`config.mk`:
```
export PLATFORM = sky130hd
export DESIGN_NAME = sensor_device_flat
export DESIGN_NICKNAME = d
export VERILOG_FILES = /design/src/sensor_pkg.sv /design/src/sensor_link_if.sv /design/src/sensor_device.sv /design/src/flat_wrapper.sv
export VERILOG_INCLUDE_DIRS = /design/src /design/src/src
export SDC_FILE = /design/constraint.sdc
export NUM_CORES = 1
export LEC_CHECK = 0
export ABC_AREA = 1
export BUFFER_PORTS_ARGS = -buffer_cell sky130_fd_sc_hd__buf_2
export CAP_MARGIN = 5
export CORE_MARGIN = 2
export CORE_UTILIZATION = 40
export CTS_BUF_LIST = sky130_fd_sc_hd__clkbuf_8
export DETAILED_ROUTE_END_ITERATION = 7
export HOLD_SLACK_MARGIN = 0.03
export PLACE_DENSITY_LB_ADDON = 0.25
export SLEW_MARGIN = 20
export SYNTH_ARGS = -nofsm -noshare
export SYNTH_HDL_FRONTEND = slang
export SYNTH_SLANG_ARGS = --single-unit
```
`constraint.sdc`:
```
create_clock -name clk -period 1.8 [get_ports clk]
set_input_delay 0.27 -clock clk [delete_from_list [all_inputs] [get_ports clk]]
set_output_delay 0.27 -clock clk [all_outputs]
set_load 0.005 [all_outputs]
```
`src/sensor_consts.svh`:
```
/*
  Shared constants for the sensor reset/boot link: timing figures,
  two-wire register addresses and field positions.
  Assumes a 25 MHz system clock on both ends.
*/
`ifndef SENSOR_CONSTS_SVH
`define SENSOR_CONSTS_SVH
// System clock period, ns
`define CLK_PERIOD_NS 40
// Internal boot time, ms
`define BOOT_TIME_MS 44.5
// Boot time in clock cycles
`define BOOT_CYCLES (int'(`BOOT_TIME_MS * 1000000.0 / `CLK_PERIOD_NS))
// Least reset pulse, reference-clock cycles
`define RST_MIN_REF 50
// Reference clock guard around reset edges, reference cycles
`define REF_GUARD 10
// System clocks per reference-clock cycle
`define REF_DIV 2
// Internal power-on reset length, clocks
`define POR_CYCLES 24'h000010
// Clocks without a reference edge before the clock counts as stopped
`define REF_IDLE_LIMIT 4'hF
// Host wait for an answer before giving up, clocks
`define BUS_TIMEOUT 24'h000040
// Host gap between two status polls, clocks
`define POLL_GAP 24'h000100
// Register addresses
`define SYS_CONTROL_ADDR 16'h001A
`define CMD_ADDR 16'h0080
`define STATE_ADDR 16'h0082
// Field positions
`define SOFT_RST_BIT 0
`define BOOT_BUSY_BIT 1
`define STANDBY_BIT 0
// Data value during blanking
`define BLANK_DATA 8'h00
`endif

```
`src/sensor_pkg.sv`:
```
/*
  Types for the sensor link: state enumerations and the packed
  state records of both ends. Assumes sensor_consts.svh for figures.
*/
package sensor_pkg;
  // Device power/boot states
  typedef enum logic [2:0] {
    DEV_OFF, DEV_POR, DEV_RESET, DEV_BOOT, DEV_STANDBY, DEV_STREAM
  } dev_state_type;
  // Host sequencing states
  typedef enum logic [2:0] {
    H_WAIT, H_BUS, H_READY, H_PRE, H_HARD
  } host_state_type;
  // What a host bus transfer is for
  typedef enum logic [1:0] {
    K_USER, K_POLL, K_SOFT_SET, K_SOFT_CLR
  } bus_kind_type;
  // Device state record
  typedef struct packed {
    dev_state_type state;
    logic [23:0] cnt;
    logic boot_sel;
    logic soft_rst;
    logic standby_req;
    logic [3:0] ref_idle;
    logic ref_prev;
    logic bus_ack;
    logic bus_nak;
    logic bus_oe;
    logic [15:0] bus_rdata;
    logic [11:0] col;
    logic [11:0] row;
    logic [7:0] pix;
    logic [1:0] lsb;
    logic pclk;
    logic row_act;
    logic frame_act;
    logic par_oe;
  } dev_regs_type;
  // Host state record
  typedef struct packed {
    host_state_type state;
    bus_kind_type kind;
    logic [23:0] cnt;
    logic [23:0] wait_lim;
    logic rst_n;
    logic ref_clk;
    logic req;
    logic write;
    logic [15:0] addr;
    logic [15:0] wdata;
    logic rsp_valid;
    logic rsp_error;
    logic [15:0] rsp_rdata;
    logic ready;
    logic pix_valid;
    logic [9:0] pix_word;
  } host_regs_type;
endpackage

```
`src/sensor_link_if.sv`:
```
/*
  Board-level link between host and sensor: reset pin, reference
  clock, word-level two-wire bus, parallel port and serial lanes.
  Assumes both ends share clk; pad levels are resolved by the bench.
*/
`timescale 1ns/1ps
interface sensor_link_if;
  // Reset pin and reference clock, host driven
  logic master_reset_n;
  logic input_ref_clock;
  // Two-wire bus transaction, host side
  logic bus_req;
  logic bus_write;
  logic [15:0] bus_addr;
  logic [15:0] bus_wdata;
  // Two-wire bus answer, device side
  logic bus_ack;
  logic bus_nak;
  logic [15:0] bus_rdata;
  logic ctrl_bus_data_oe;
  // Parallel port, one shared enable
  logic [7:0] pixel_data_out;
  logic [1:0] pixel_lsb_out;
  logic pixel_clock_out;
  logic row_active_out;
  logic frame_active_out;
  logic par_oe;
  // Serial lanes: clk_p, clk_n, data_p, data_n
  logic [3:0] lane_out;
  logic lane_oe;
  modport device (
    input master_reset_n, input_ref_clock, bus_req, bus_write, bus_addr, bus_wdata,
    output bus_ack, bus_nak, bus_rdata, ctrl_bus_data_oe,
    output pixel_data_out, pixel_lsb_out, pixel_clock_out, row_active_out,
    output frame_active_out, par_oe, lane_out, lane_oe
  );
  modport host (
    output master_reset_n, input_ref_clock, bus_req, bus_write, bus_addr, bus_wdata,
    input bus_ack, bus_nak, bus_rdata, ctrl_bus_data_oe,
    input pixel_data_out, pixel_lsb_out, pixel_clock_out, row_active_out,
    input frame_active_out, par_oe, lane_out, lane_oe
  );
endinterface

```
`src/sensor_device.sv`:
```
/*
  Sensor end: power-on, hard and soft reset, boot timer, standby and
  streaming, register answers and frame timing on the parallel port.
  Assumes the host keeps the reset and reference clock rules.
*/
`timescale 1ns/1ps
`include "sensor_consts.svh"
module sensor_device #(
  parameter int BOOT_CYCLES = `BOOT_CYCLES,
  parameter int ACTIVE_COLS = 16,
  parameter int ACTIVE_ROWS = 8,
  parameter int HBLANK = 8,
  parameter int VBLANK = 4
) (
  // Clock and reset
  input wire logic clk,
  input wire logic reset_n,
  // Board link
  sensor_link_if.device link,
  // Supply and straps
  input wire logic power_good,
  input wire logic boot_select,
  input wire logic par_enable_n,
  // Status
  output logic in_reset,
  output logic booting,
  output logic streaming
);
  // Frame totals
  localparam logic [11:0] COL_LAST = 12'(ACTIVE_COLS + HBLANK - 1);
  localparam logic [11:0] ROW_LAST = 12'(ACTIVE_ROWS + VBLANK - 1);
  localparam logic [23:0] BOOT_LAST = 24'(BOOT_CYCLES - 1);

  sensor_pkg::dev_regs_type r_reg; // Current state
  sensor_pkg::dev_regs_type r_next; // Next state
  logic ref_alive; // Reference clock seen lately
  logic serve; // Bus request answered this cycle
  logic active; // Next pixel lies in the valid image

  // Counter step with wrap
  function automatic logic [11:0] wrap_inc(input logic [11:0] v, input logic [11:0] last);
    wrap_inc = (v == last) ? 12'h000 : 12'(v + 12'h001);
  endfunction

  // Register readback
  function automatic logic [15:0] reg_read(input logic [15:0] addr,
                                           input sensor_pkg::dev_regs_type s);
    reg_read = 16'h0000;
    if (addr == `SYS_CONTROL_ADDR) begin
      reg_read[`SOFT_RST_BIT] = s.soft_rst;
    end else if (addr == `CMD_ADDR) begin
      reg_read[`BOOT_BUSY_BIT] = (s.state != sensor_pkg::DEV_STANDBY) &&
                                 (s.state != sensor_pkg::DEV_STREAM);
    end else if (addr == `STATE_ADDR) begin
      reg_read[`STANDBY_BIT] = s.standby_req;
    end
  endfunction

  // Next-state logic
  always_comb begin
    r_next = r_reg;
    r_next.bus_ack = 1'b0;
    r_next.bus_nak = 1'b0;
    r_next.bus_oe = 1'b0;
    // Reference clock activity watch
    r_next.ref_prev = link.input_ref_clock;
    if (link.input_ref_clock != r_reg.ref_prev) begin
      r_next.ref_idle = 4'h0;
    end else if (r_reg.ref_idle != `REF_IDLE_LIMIT) begin
      r_next.ref_idle = 4'(r_reg.ref_idle + 4'h1);
    end
    ref_alive = r_reg.ref_idle != `REF_IDLE_LIMIT;
    active = 1'b0;
    unique case (r_reg.state)
      sensor_pkg::DEV_OFF: begin
        // Supply up starts the on-chip reset
        if (power_good) begin
          r_next.state = sensor_pkg::DEV_POR;
          r_next.cnt = 24'h000000;
        end
      end
      sensor_pkg::DEV_POR: begin
        // Power-on reset timer, strap caught at its end
        r_next.cnt = 24'(r_reg.cnt + 24'h000001);
        if (r_reg.cnt == `POR_CYCLES) begin
          r_next.boot_sel = boot_select;
          r_next.state = sensor_pkg::DEV_RESET;
        end
      end
      sensor_pkg::DEV_RESET: begin
        // Leave reset once pin and soft bit are both released
        if (link.master_reset_n && !r_reg.soft_rst) begin
          r_next.state = sensor_pkg::DEV_BOOT;
          r_next.cnt = 24'h000000;
        end
      end
      sensor_pkg::DEV_BOOT: begin
        // Internal boot timer
        r_next.cnt = 24'(r_reg.cnt + 24'h000001);
        if (r_reg.cnt == BOOT_LAST) begin
          r_next.standby_req = !r_reg.boot_sel;
          r_next.state = r_reg.boot_sel ? sensor_pkg::DEV_STREAM :
                                          sensor_pkg::DEV_STANDBY;
        end
      end
      sensor_pkg::DEV_STANDBY: begin
        // Wait for the host to ask for streaming
        if (!r_reg.standby_req) begin
          r_next.state = sensor_pkg::DEV_STREAM;
        end
      end
      sensor_pkg::DEV_STREAM: begin
        // Raster walk over image and blanking
        r_next.col = wrap_inc(r_reg.col, COL_LAST);
        if (r_reg.col == COL_LAST) begin
          r_next.row = wrap_inc(r_reg.row, ROW_LAST);
        end
        active = (r_reg.row < 12'(ACTIVE_ROWS)) && (r_reg.col < 12'(ACTIVE_COLS));
        if (r_reg.standby_req) begin
          r_next.state = sensor_pkg::DEV_STANDBY;
        end
      end
    endcase
    // Parallel data: pixel inside the image, zero in blanking
    r_next.row_act = active;
    r_next.frame_act = (r_reg.state == sensor_pkg::DEV_STREAM) &&
                       (r_reg.row < 12'(ACTIVE_ROWS));
    r_next.pix = active ? 8'(r_reg.col + r_reg.row) : `BLANK_DATA;
    r_next.lsb = active ? r_reg.col[1:0] : 2'h0;
    r_next.pclk = (r_reg.state == sensor_pkg::DEV_STREAM) ? !r_reg.pclk : 1'b0;
    // Bus answers only with the pads out of reset and the clock running
    serve = link.bus_req && !r_reg.bus_ack && ref_alive && link.master_reset_n &&
            (r_reg.state != sensor_pkg::DEV_OFF) && (r_reg.state != sensor_pkg::DEV_POR);
    if (serve) begin
      r_next.bus_ack = 1'b1;
      r_next.bus_oe = 1'b1;
      if ((r_reg.state == sensor_pkg::DEV_BOOT) &&
          (link.bus_write || link.bus_addr != `CMD_ADDR)) begin
        r_next.bus_nak = 1'b1;
      end else if (link.bus_write) begin
        // Writes; unmapped addresses are acknowledged and dropped
        if (link.bus_addr == `SYS_CONTROL_ADDR) begin
          r_next.soft_rst = link.bus_wdata[`SOFT_RST_BIT];
        end else if (link.bus_addr == `STATE_ADDR &&
                     (r_reg.state == sensor_pkg::DEV_STANDBY ||
                      r_reg.state == sensor_pkg::DEV_STREAM)) begin
          r_next.standby_req = link.bus_wdata[`STANDBY_BIT];
        end
      end else begin
        r_next.bus_rdata = reg_read(link.bus_addr, r_reg);
      end
    end
    // Soft reset bit drives the same reset state as the pin
    if (r_reg.soft_rst && r_reg.state != sensor_pkg::DEV_OFF &&
        r_reg.state != sensor_pkg::DEV_POR) begin
      r_next.state = sensor_pkg::DEV_RESET;
    end
    // Pin low forces and holds reset, clearing the soft bit too
    if (!link.master_reset_n && r_reg.state != sensor_pkg::DEV_OFF &&
        r_reg.state != sensor_pkg::DEV_POR) begin
      r_next.state = sensor_pkg::DEV_RESET;
      r_next.soft_rst = 1'b0;
    end
    // Reset state clears mode and raster
    if (r_next.state == sensor_pkg::DEV_RESET) begin
      r_next.standby_req = 1'b0;
      r_next.col = 12'h000;
      r_next.row = 12'h000;
      r_next.cnt = 24'h000000;
    end
    // Drive parallel pins only while streaming or booting with enable low
    r_next.par_oe = !par_enable_n && (r_next.state == sensor_pkg::DEV_STREAM ||
                                      r_next.state == sensor_pkg::DEV_BOOT);
    // Supply loss drops everything
    if (!power_good) begin
      r_next = '0;
      r_next.state = sensor_pkg::DEV_OFF;
    end
  end

  // State register
  always_ff @(posedge clk) begin
    if (!reset_n) begin
      r_reg <= '0;
    end else begin
      r_reg <= r_next;
    end
  end

  // Parallel port, cut at once by the pin or supply
  assign link.par_oe = r_reg.par_oe && link.master_reset_n && power_good;
  assign link.pixel_data_out = r_reg.pix;
  assign link.pixel_lsb_out = r_reg.lsb;
  assign link.pixel_clock_out = r_reg.pclk;
  assign link.row_active_out = r_reg.row_act;
  assign link.frame_active_out = r_reg.frame_act;
  // Lanes held low whenever powered, parallel mode only
  assign link.lane_out = 4'h0;
  assign link.lane_oe = power_good;
  // Bus answer
  assign link.bus_ack = r_reg.bus_ack;
  assign link.bus_nak = r_reg.bus_nak;
  assign link.bus_rdata = r_reg.bus_rdata;
  assign link.ctrl_bus_data_oe = r_reg.bus_oe;
  // Status
  assign in_reset = r_reg.state == sensor_pkg::DEV_RESET || r_reg.state == sensor_pkg::DEV_POR;
  assign booting = r_reg.state == sensor_pkg::DEV_BOOT;
  assign streaming = r_reg.state == sensor_pkg::DEV_STREAM;
endmodule

```
`src/flat_wrapper.sv`:
```
// flat-port wrapper written by rule: the top's interface ports become plain ports
module sensor_device_flat 
#(
  parameter int BOOT_CYCLES = `BOOT_CYCLES,
  parameter int ACTIVE_COLS = 16,
  parameter int ACTIVE_ROWS = 8,
  parameter int HBLANK = 8,
  parameter int VBLANK = 4
)
  (clk, reset_n, power_good, boot_select, par_enable_n, in_reset, booting, streaming, link_master_reset_n, link_input_ref_clock, link_bus_req, link_bus_write, link_bus_addr, link_bus_wdata, link_bus_ack, link_bus_nak, link_bus_rdata, link_ctrl_bus_data_oe, link_pixel_data_out, link_pixel_lsb_out, link_pixel_clock_out, link_row_active_out, link_frame_active_out, link_par_oe, link_lane_out, link_lane_oe);
  sensor_link_if link_i ();
  input wire logic clk;
  input wire logic reset_n;
  input wire logic power_good;
  input wire logic boot_select;
  input wire logic par_enable_n;
  output logic in_reset;
  output logic booting;
  output logic streaming;
  input wire logic [$bits(link_i.master_reset_n)-1:0] link_master_reset_n;
  input wire logic [$bits(link_i.input_ref_clock)-1:0] link_input_ref_clock;
  input wire logic [$bits(link_i.bus_req)-1:0] link_bus_req;
  input wire logic [$bits(link_i.bus_write)-1:0] link_bus_write;
  input wire logic [$bits(link_i.bus_addr)-1:0] link_bus_addr;
  input wire logic [$bits(link_i.bus_wdata)-1:0] link_bus_wdata;
  output wire logic [$bits(link_i.bus_ack)-1:0] link_bus_ack;
  output wire logic [$bits(link_i.bus_nak)-1:0] link_bus_nak;
  output wire logic [$bits(link_i.bus_rdata)-1:0] link_bus_rdata;
  output wire logic [$bits(link_i.ctrl_bus_data_oe)-1:0] link_ctrl_bus_data_oe;
  output wire logic [$bits(link_i.pixel_data_out)-1:0] link_pixel_data_out;
  output wire logic [$bits(link_i.pixel_lsb_out)-1:0] link_pixel_lsb_out;
  output wire logic [$bits(link_i.pixel_clock_out)-1:0] link_pixel_clock_out;
  output wire logic [$bits(link_i.row_active_out)-1:0] link_row_active_out;
  output wire logic [$bits(link_i.frame_active_out)-1:0] link_frame_active_out;
  output wire logic [$bits(link_i.par_oe)-1:0] link_par_oe;
  output wire logic [$bits(link_i.lane_out)-1:0] link_lane_out;
  output wire logic [$bits(link_i.lane_oe)-1:0] link_lane_oe;
  assign link_i.master_reset_n = link_master_reset_n;
  assign link_i.input_ref_clock = link_input_ref_clock;
  assign link_i.bus_req = link_bus_req;
  assign link_i.bus_write = link_bus_write;
  assign link_i.bus_addr = link_bus_addr;
  assign link_i.bus_wdata = link_bus_wdata;
  assign link_bus_ack = link_i.bus_ack;
  assign link_bus_nak = link_i.bus_nak;
  assign link_bus_rdata = link_i.bus_rdata;
  assign link_ctrl_bus_data_oe = link_i.ctrl_bus_data_oe;
  assign link_pixel_data_out = link_i.pixel_data_out;
  assign link_pixel_lsb_out = link_i.pixel_lsb_out;
  assign link_pixel_clock_out = link_i.pixel_clock_out;
  assign link_row_active_out = link_i.row_active_out;
  assign link_frame_active_out = link_i.frame_active_out;
  assign link_par_oe = link_i.par_oe;
  assign link_lane_out = link_i.lane_out;
  assign link_lane_oe = link_i.lane_oe;
  sensor_device #(.BOOT_CYCLES(BOOT_CYCLES), .ACTIVE_COLS(ACTIVE_COLS), .ACTIVE_ROWS(ACTIVE_ROWS), .HBLANK(HBLANK), .VBLANK(VBLANK)) u_core (.clk(clk), .reset_n(reset_n), .link(link_i), .power_good(power_good), .boot_select(boot_select), .par_enable_n(par_enable_n), .in_reset(in_reset), .booting(booting), .streaming(streaming));
endmodule
```
## Word level (Yosys, flattened, before mapping)

Cells that the tools add are included.

| operators by class | value |
|---|---|
| $add $sub $neg | 5 |
| $mul | 0 |
| div/mod/pow operators | 0 |
| $lt $le $gt $ge | 2 |
| eq/ne operators | 23 |
| shift operators | 0 |
| mux-type cells | 30 |
| bitwise gates (word level) | 4 |
| reductions and logical operators | 44 |

Operator list:

| operator | count |
|---|---|
| $pmux W24 S3 | 1 |
| $mux W27 | 2 |
| $eq A16 B8 Y1 const B | 2 |
| $add A12 B1 Y12 const B | 2 |
| $add A24 B1 Y24 const B | 1 |
| $eq A24 B21 Y1 const B | 1 |
| $eq A24 B5 Y1 const B | 1 |
| $mux W12 | 2 |
| $mux W19 | 1 |
| $logic_and A1 B1 Y1 | 18 |
| $mux W3 | 6 |
| $pmux W3 S6 | 1 |
| $eq A16 B5 Y1 const B | 1 |
| $mux W16 | 1 |
| $ne A16 B8 Y1 const B | 1 |
| $mux W1 | 15 |
| $reduce_and A3 Y1 | 5 |
| $eq A12 B4 Y1 const B | 1 |
| $eq A12 B5 Y1 const B | 1 |
| $eq A3 B2 Y1 const B | 4 |
| $lt A12 B4 Y1 const B | 1 |
| $lt A12 B5 Y1 const B | 1 |
| $eq A3 B3 Y1 const B | 3 |
| $reduce_or A3 Y1 | 3 |
| other kinds (18) | 33 |

| storage, ports and cells | value |
|---|---|
| bits in registers | 78 |
| bits in latches | 0 |
| memory bits (writable) | 0 |
| ROM bits | 0 |
| bits of input ports | 41 |
| output and inout bits | 41 |
| logic and storage cells | 127 |
| memories | 0 |

## Logic depth before layout (Yosys ltp)

| depth | value |
|---|---|
| depth in word-level cells | 9 |
| mapped depth | 12 |
| depth with buffers taken out | 10 |

## Worst setup path after synthesis

No wires, ideal clock.

| timing path | value |
|---|---|
| path type | register to register |
| start | reg u_core.r_reg[65] in the netlist's numbering |
| end | reg u_core.r_reg[67] in the netlist's numbering |
| setup time | 0.067 ns |
| arrival time | 1.662 ns |
| required time | 1.733 ns |
| path slack | 0.071 ns |
| cell stages (with the launch flop) | 13 |
| path buffers | 3 |
| clock period less this slack | 1.729 ns |
| cell sequence | dfxtp_1 -> ha_1 -> clkbuf_2 -> nand3_1 -> nor2_2 -> nand3_2 -> nand2_1 -> nand3_2 -> nor2_4 -> nand2_2 -> buf_6 -> buf_6 -> a21oi_2 |

| between the ends | value |
|---|---|
| longest elaborated chain between the ends | 7 |
| elaborated cells on any way between the ends | 11 |
| classes of those cells | 1 x add/sub; 3 x eq/ne; 6 x mux; 1 x reduce/logical |

RTL lines:

| what | line | text |
|---|---|---|
| start, declared | sensor_device.sv:34 | `sensor_pkg::dev_regs_type r_reg;` |
| start signal, assigned | sensor_device.sv:186 | `r_reg <= r_next;` |
| $eq A24 B21 Y1 or $eq A24 B5 Y1 (tied branches) | - |  |
| $mux W3 (on tied branches) | sensor_device.sv:100, sensor_device.sv:85 |  |
| $pmux W3 S6 | sensor_device.sv:74 | `unique case (r_reg.state)` |
| $mux W3 | sensor_device.sv:154 | `if (r_reg.soft_rst && r_reg.state != sensor_pkg::DEV_OFF &&` |
| $mux W3 | sensor_device.sv:159 | `if (!link.master_reset_n && r_reg.state != sensor_pkg::DEV_OFF &&` |
| $eq A3 B2 Y1 | sensor_device.sv:165 | `if (r_next.state == sensor_pkg::DEV_RESET) begin` |
| $reduce_or A3 Y1 (no source line) | - |  |

Parallel ways exist; a longest one is shown, timed or not.
A chain may end at the register's enable or synchronous reset.

## Worst setup path in the final report

| timing path | value |
|---|---|
| start | reg u_core.r_reg[26] in the netlist's numbering |
| end | reg u_core.r_reg[25] in the netlist's numbering |

| between the ends | value |
|---|---|
| longest elaborated chain between the ends | 2 |

RTL lines:

| what | line | text |
|---|---|---|
| $eq A12 B5 Y1 | sensor_device.sv:115 | `if (r_reg.col == COL_LAST) begin` |
| $reduce_and A2 Y1 (no source line) | - |  |

Every way passes these cells.

==> results.py <==
metrics = {
    "status": {
        "status": "finished, final reports clean",
    },
    "final_layout": {
        "stdcell_count": 1034,
        "final_util": 0.481,
        "areaGrowthSynthToFinish_pct": 19.0,
        "layout-drive-gt1-share": 0.209,
        "fillers": 1310,
        "nets": 911,
        "antenna_cells": 0,
        "fin_area_sq_um": 6000,
        "largest_register_ff_count": 60,
    },
    "route": {
        "first_pass_iters": 5,
        "drt-initial-drc-count": 267,
        "viasPerCell": 4.71,
        "highest_layer": "met4",
        "wl_met3_um": 493,
        "drt_wl_total_um": 12100,
        "wire_per_inst_um": 11.7,
        "wl_met1_um": 5780,
        "drc": 0,
        "drtAntennaViolNets": 0,
        "wl_met2_um": 5570,
        "num_vias": 4870,
    },
    "sta": {
        "setup_tns_ps": 0,
        "hold_viol": 0,
        "finClkSkew_ps": 13.6,
        "rsz0062_at_grt": "yes",
        "finalMaxSlewViolations": 0,
        "fmax_mhz": 572,
        "period_minus_slack_ps": 1750,
        "setup_viol": 0,
        "period_share": 0.972,
    },
    "clocking": {
        "cts_sinks": 77,
        "h-tree-depth": 3,
        "clk_pin_slew_ps": 80,
        "clock_latency_ps": 370,
        "cts_tree": "built",
        "cts-root-buf": "clkbuf_8",
        "cts.path.max_buffers": 2,
        "cts_buffers": 9,
    },
    "yosys": {
        "netlist_top_cells_area": "dfxtp_1 (31%), nand2_1 (13%), nor2_1 (8.3%)",
        "synth_ff_type": "dfxtp_1",
        "synthArstFlopShare": 0,
        "synth_top_area_frac": 0.306,
        "synth_edf_count": 0,
        "synth-seq-area-share": 0.306,
        "yosysUniqueCellTypes": 41,
        "yosysTopAreaCell": "dfxtp_1",
        "synth_cells": 783,
        "ys_ff_latch": 77,
        "avgSynthCellArea_sq_um": 6.44,
        "ys_warn_count": 0,
        "synth_area_sq_um": 5040,
    },
    "worst_setup_path": {
        "cp.required_ps": 2100,
        "arrival_ps": 2050,
        "endpoint_kind": "flop",
        "critPathMaxFanout": 6,
        "cp-start-kind": "flop",
        "path_class": "flop to flop",
    },
    "power_and_ir_drop": {
        "power_density_nw_per_um2": 586,
        "p_clk_frac": 0.413,
        "seqPwrFrac": 0.489,
        "vdd_ir_drop_max_uv": 398,
        "finalPower_mw": 3.51,
        "power.leakage_nw": 2.56,
        "internal_power_mw": 2.61,
        "power.switching_uw": 900,
        "combinationalPowerShare": 0.098,
        "swShare": 0.256,
    },
    "grt": {
        "grt_pass1_wl_um": 19700,
        "grt_pass1_vias": 4348,
        "gr-usage-all-layers": 0.182,
        "grt-ovfl-total": 0,
        "grt_antenna_before_repair": 0,
        "grt_max_degree": 36,
    },
    "die": {
        "die_x_um": 116,
        "die_h_um": 116,
        "rows": 41,
        "boundaryPins": 82,
        "coreArea_sq_um": 12500,
        "dieArea_sq_um": 13500,
        "start_util": 0.404,
    },
    "place": {
        "gp_congestion": 0.898,
        "postPlaceCellArea_sq_um": 5600,
        "dp.cells": 1012,
        "hpwl_um": 8750,
        "port-buffer-count": 48,
    },
    "worst_hold_path": {
        "hp-class": "primary input to flop",
    },
    "flow_run": {
        "cap_violations": 0,
    },
}
## synth_stat cells, types with 2 or more instances
master / number
nand2_1: 169
nor3_1: 18
nor2_1: 111
clkbuf_1: 3
buf_4: 33
a21oi_2: 10
nand3b_1: 4
xnor2_1: 7
a22oi_1: 2
dfxtp_1: 77
buf_6: 2
or2_2: 8
a32oi_1: 2
o31ai_1: 2
o21a_1: 3
a21o_1: 2
nand3_2: 3
nor2_2: 4
o21ai_0: 29
inv_1: 110
ha_1: 12
nand3_1: 55
buf_2: 11
nand2_2: 3
xor2_1: 20
inv_2: 4
a21oi_1: 56
nand4_1: 10
## layout by cell type (no fill, tap or decap), types with 5 or more instances in the layout
cell type	count
xor2_1	20
inv_2	7
dfxtp_2	12
nor3_1	17
ha_1	10
o21ai_0	28
nand2_1	165
buf_12	5
nand3_1	55
clkbuf_8	9
buf_4	39
nor2_1	107
inv_1	108
nand4_1	10
a21oi_1	51
dfxtp_1	63
a21oi_2	15
buf_2	48
xnor2_1	7
nand2_2	5
conb_1	18
or2_2	8
nor2_2	6
## what timing repair did
action	in CTS	in global routing
hold buffers	0	0
buffers inserted	0	4
gates resized for setup	3	43
gates cloned	0	2
pin swaps	0	11
setup endpoints to repair	3	54
## worst paths after layout
| kind | start | end | slack, ps | depth (start not counted) |
|---|---|---|---|---|
| setup / recovery | u_core.r_reg[26]$_SDFFE_PP0P_ | u_core.r_reg[25]$_SDFFE_PP0P_ | 50 | 8 |
| hold / removal | link_input_ref_clock | u_core.r_reg[57]$_SDFF_PN0_ | 150 | 3 |
| hold reg to reg | u_core.link.pixel_clock_out$_SDFF_PN0_ | u_core.link.pixel_clock_out$_SDFF_PN0_ | 420 | 1 |
| setup reg to reg | u_core.r_reg[26]$_SDFFE_PP0P_ | u_core.r_reg[25]$_SDFFE_PP0P_ | 50 | 8 |
## area by class of cell
cell class / instances / area, sq um / share of cell area
multi-input cells: 559 / 2880 / 0.481
flip-flops and latches: 77 / 1560 / 0.261
repair buffers: 95 / 681 / 0.113
inverters: 114 / 432 / 0.0720
well taps: 172 / 215 / 0.0359
clock buffers: 9 / 124 / 0.0207
clock inverters: 7 / 92.6 / 0.0154
repair inverters: 1 / 7.51 / 0.00125
## cell families after synthesis
kind of cell / synth area share
compound gates: 0.128
xor+xnor: 0.0469
fa+ha+maj: 0.0338
buf+inv: 0.153
flops: 0.306
other cells: 0.000744
simple gates: 0.332
## through the flow
stage | hold WS, ps | setup WS (ps)
floorplan | 405 | 71.2
global placement | 408 | 12.5
detailed placement | 410 | -1.79
CTS | 129 | 9.52
global route | 137 | -64.2
finish | 154 | 50.4
## per-layer routing
metal | track usage | vias up
met4 | 0.0841 | 0
met2 | 0.296 | 120
met1 | 0.237 | 2148
li1 | - | 2583
met3 | 0.0306 | 19
met5 | 0 | -
## power by group through the flow
stage,Combinational (mW),Clock [mW],Sequential (mW)
2_1_floorplan,0.214,0,1.76
3_3_place_gp,0.319,0,1.76
3_5_place_dp,0.320,0,1.76
4_1_cts,0.324,1.49,1.72
5_1_grt,0.380,1.57,1.72
6_report,0.344,1.45,1.72
## critical path, cell delays in order, from the launching register on
cell	delay, ps
dfxtp_4	390
ha_4	160
nand2_4	60
nor2_4	120
nand2_2	80
nor3_4	320
clkinvlp_4	250
o21a_1	220
a21oi_2	90
Power figures use the tool's default switching activity.
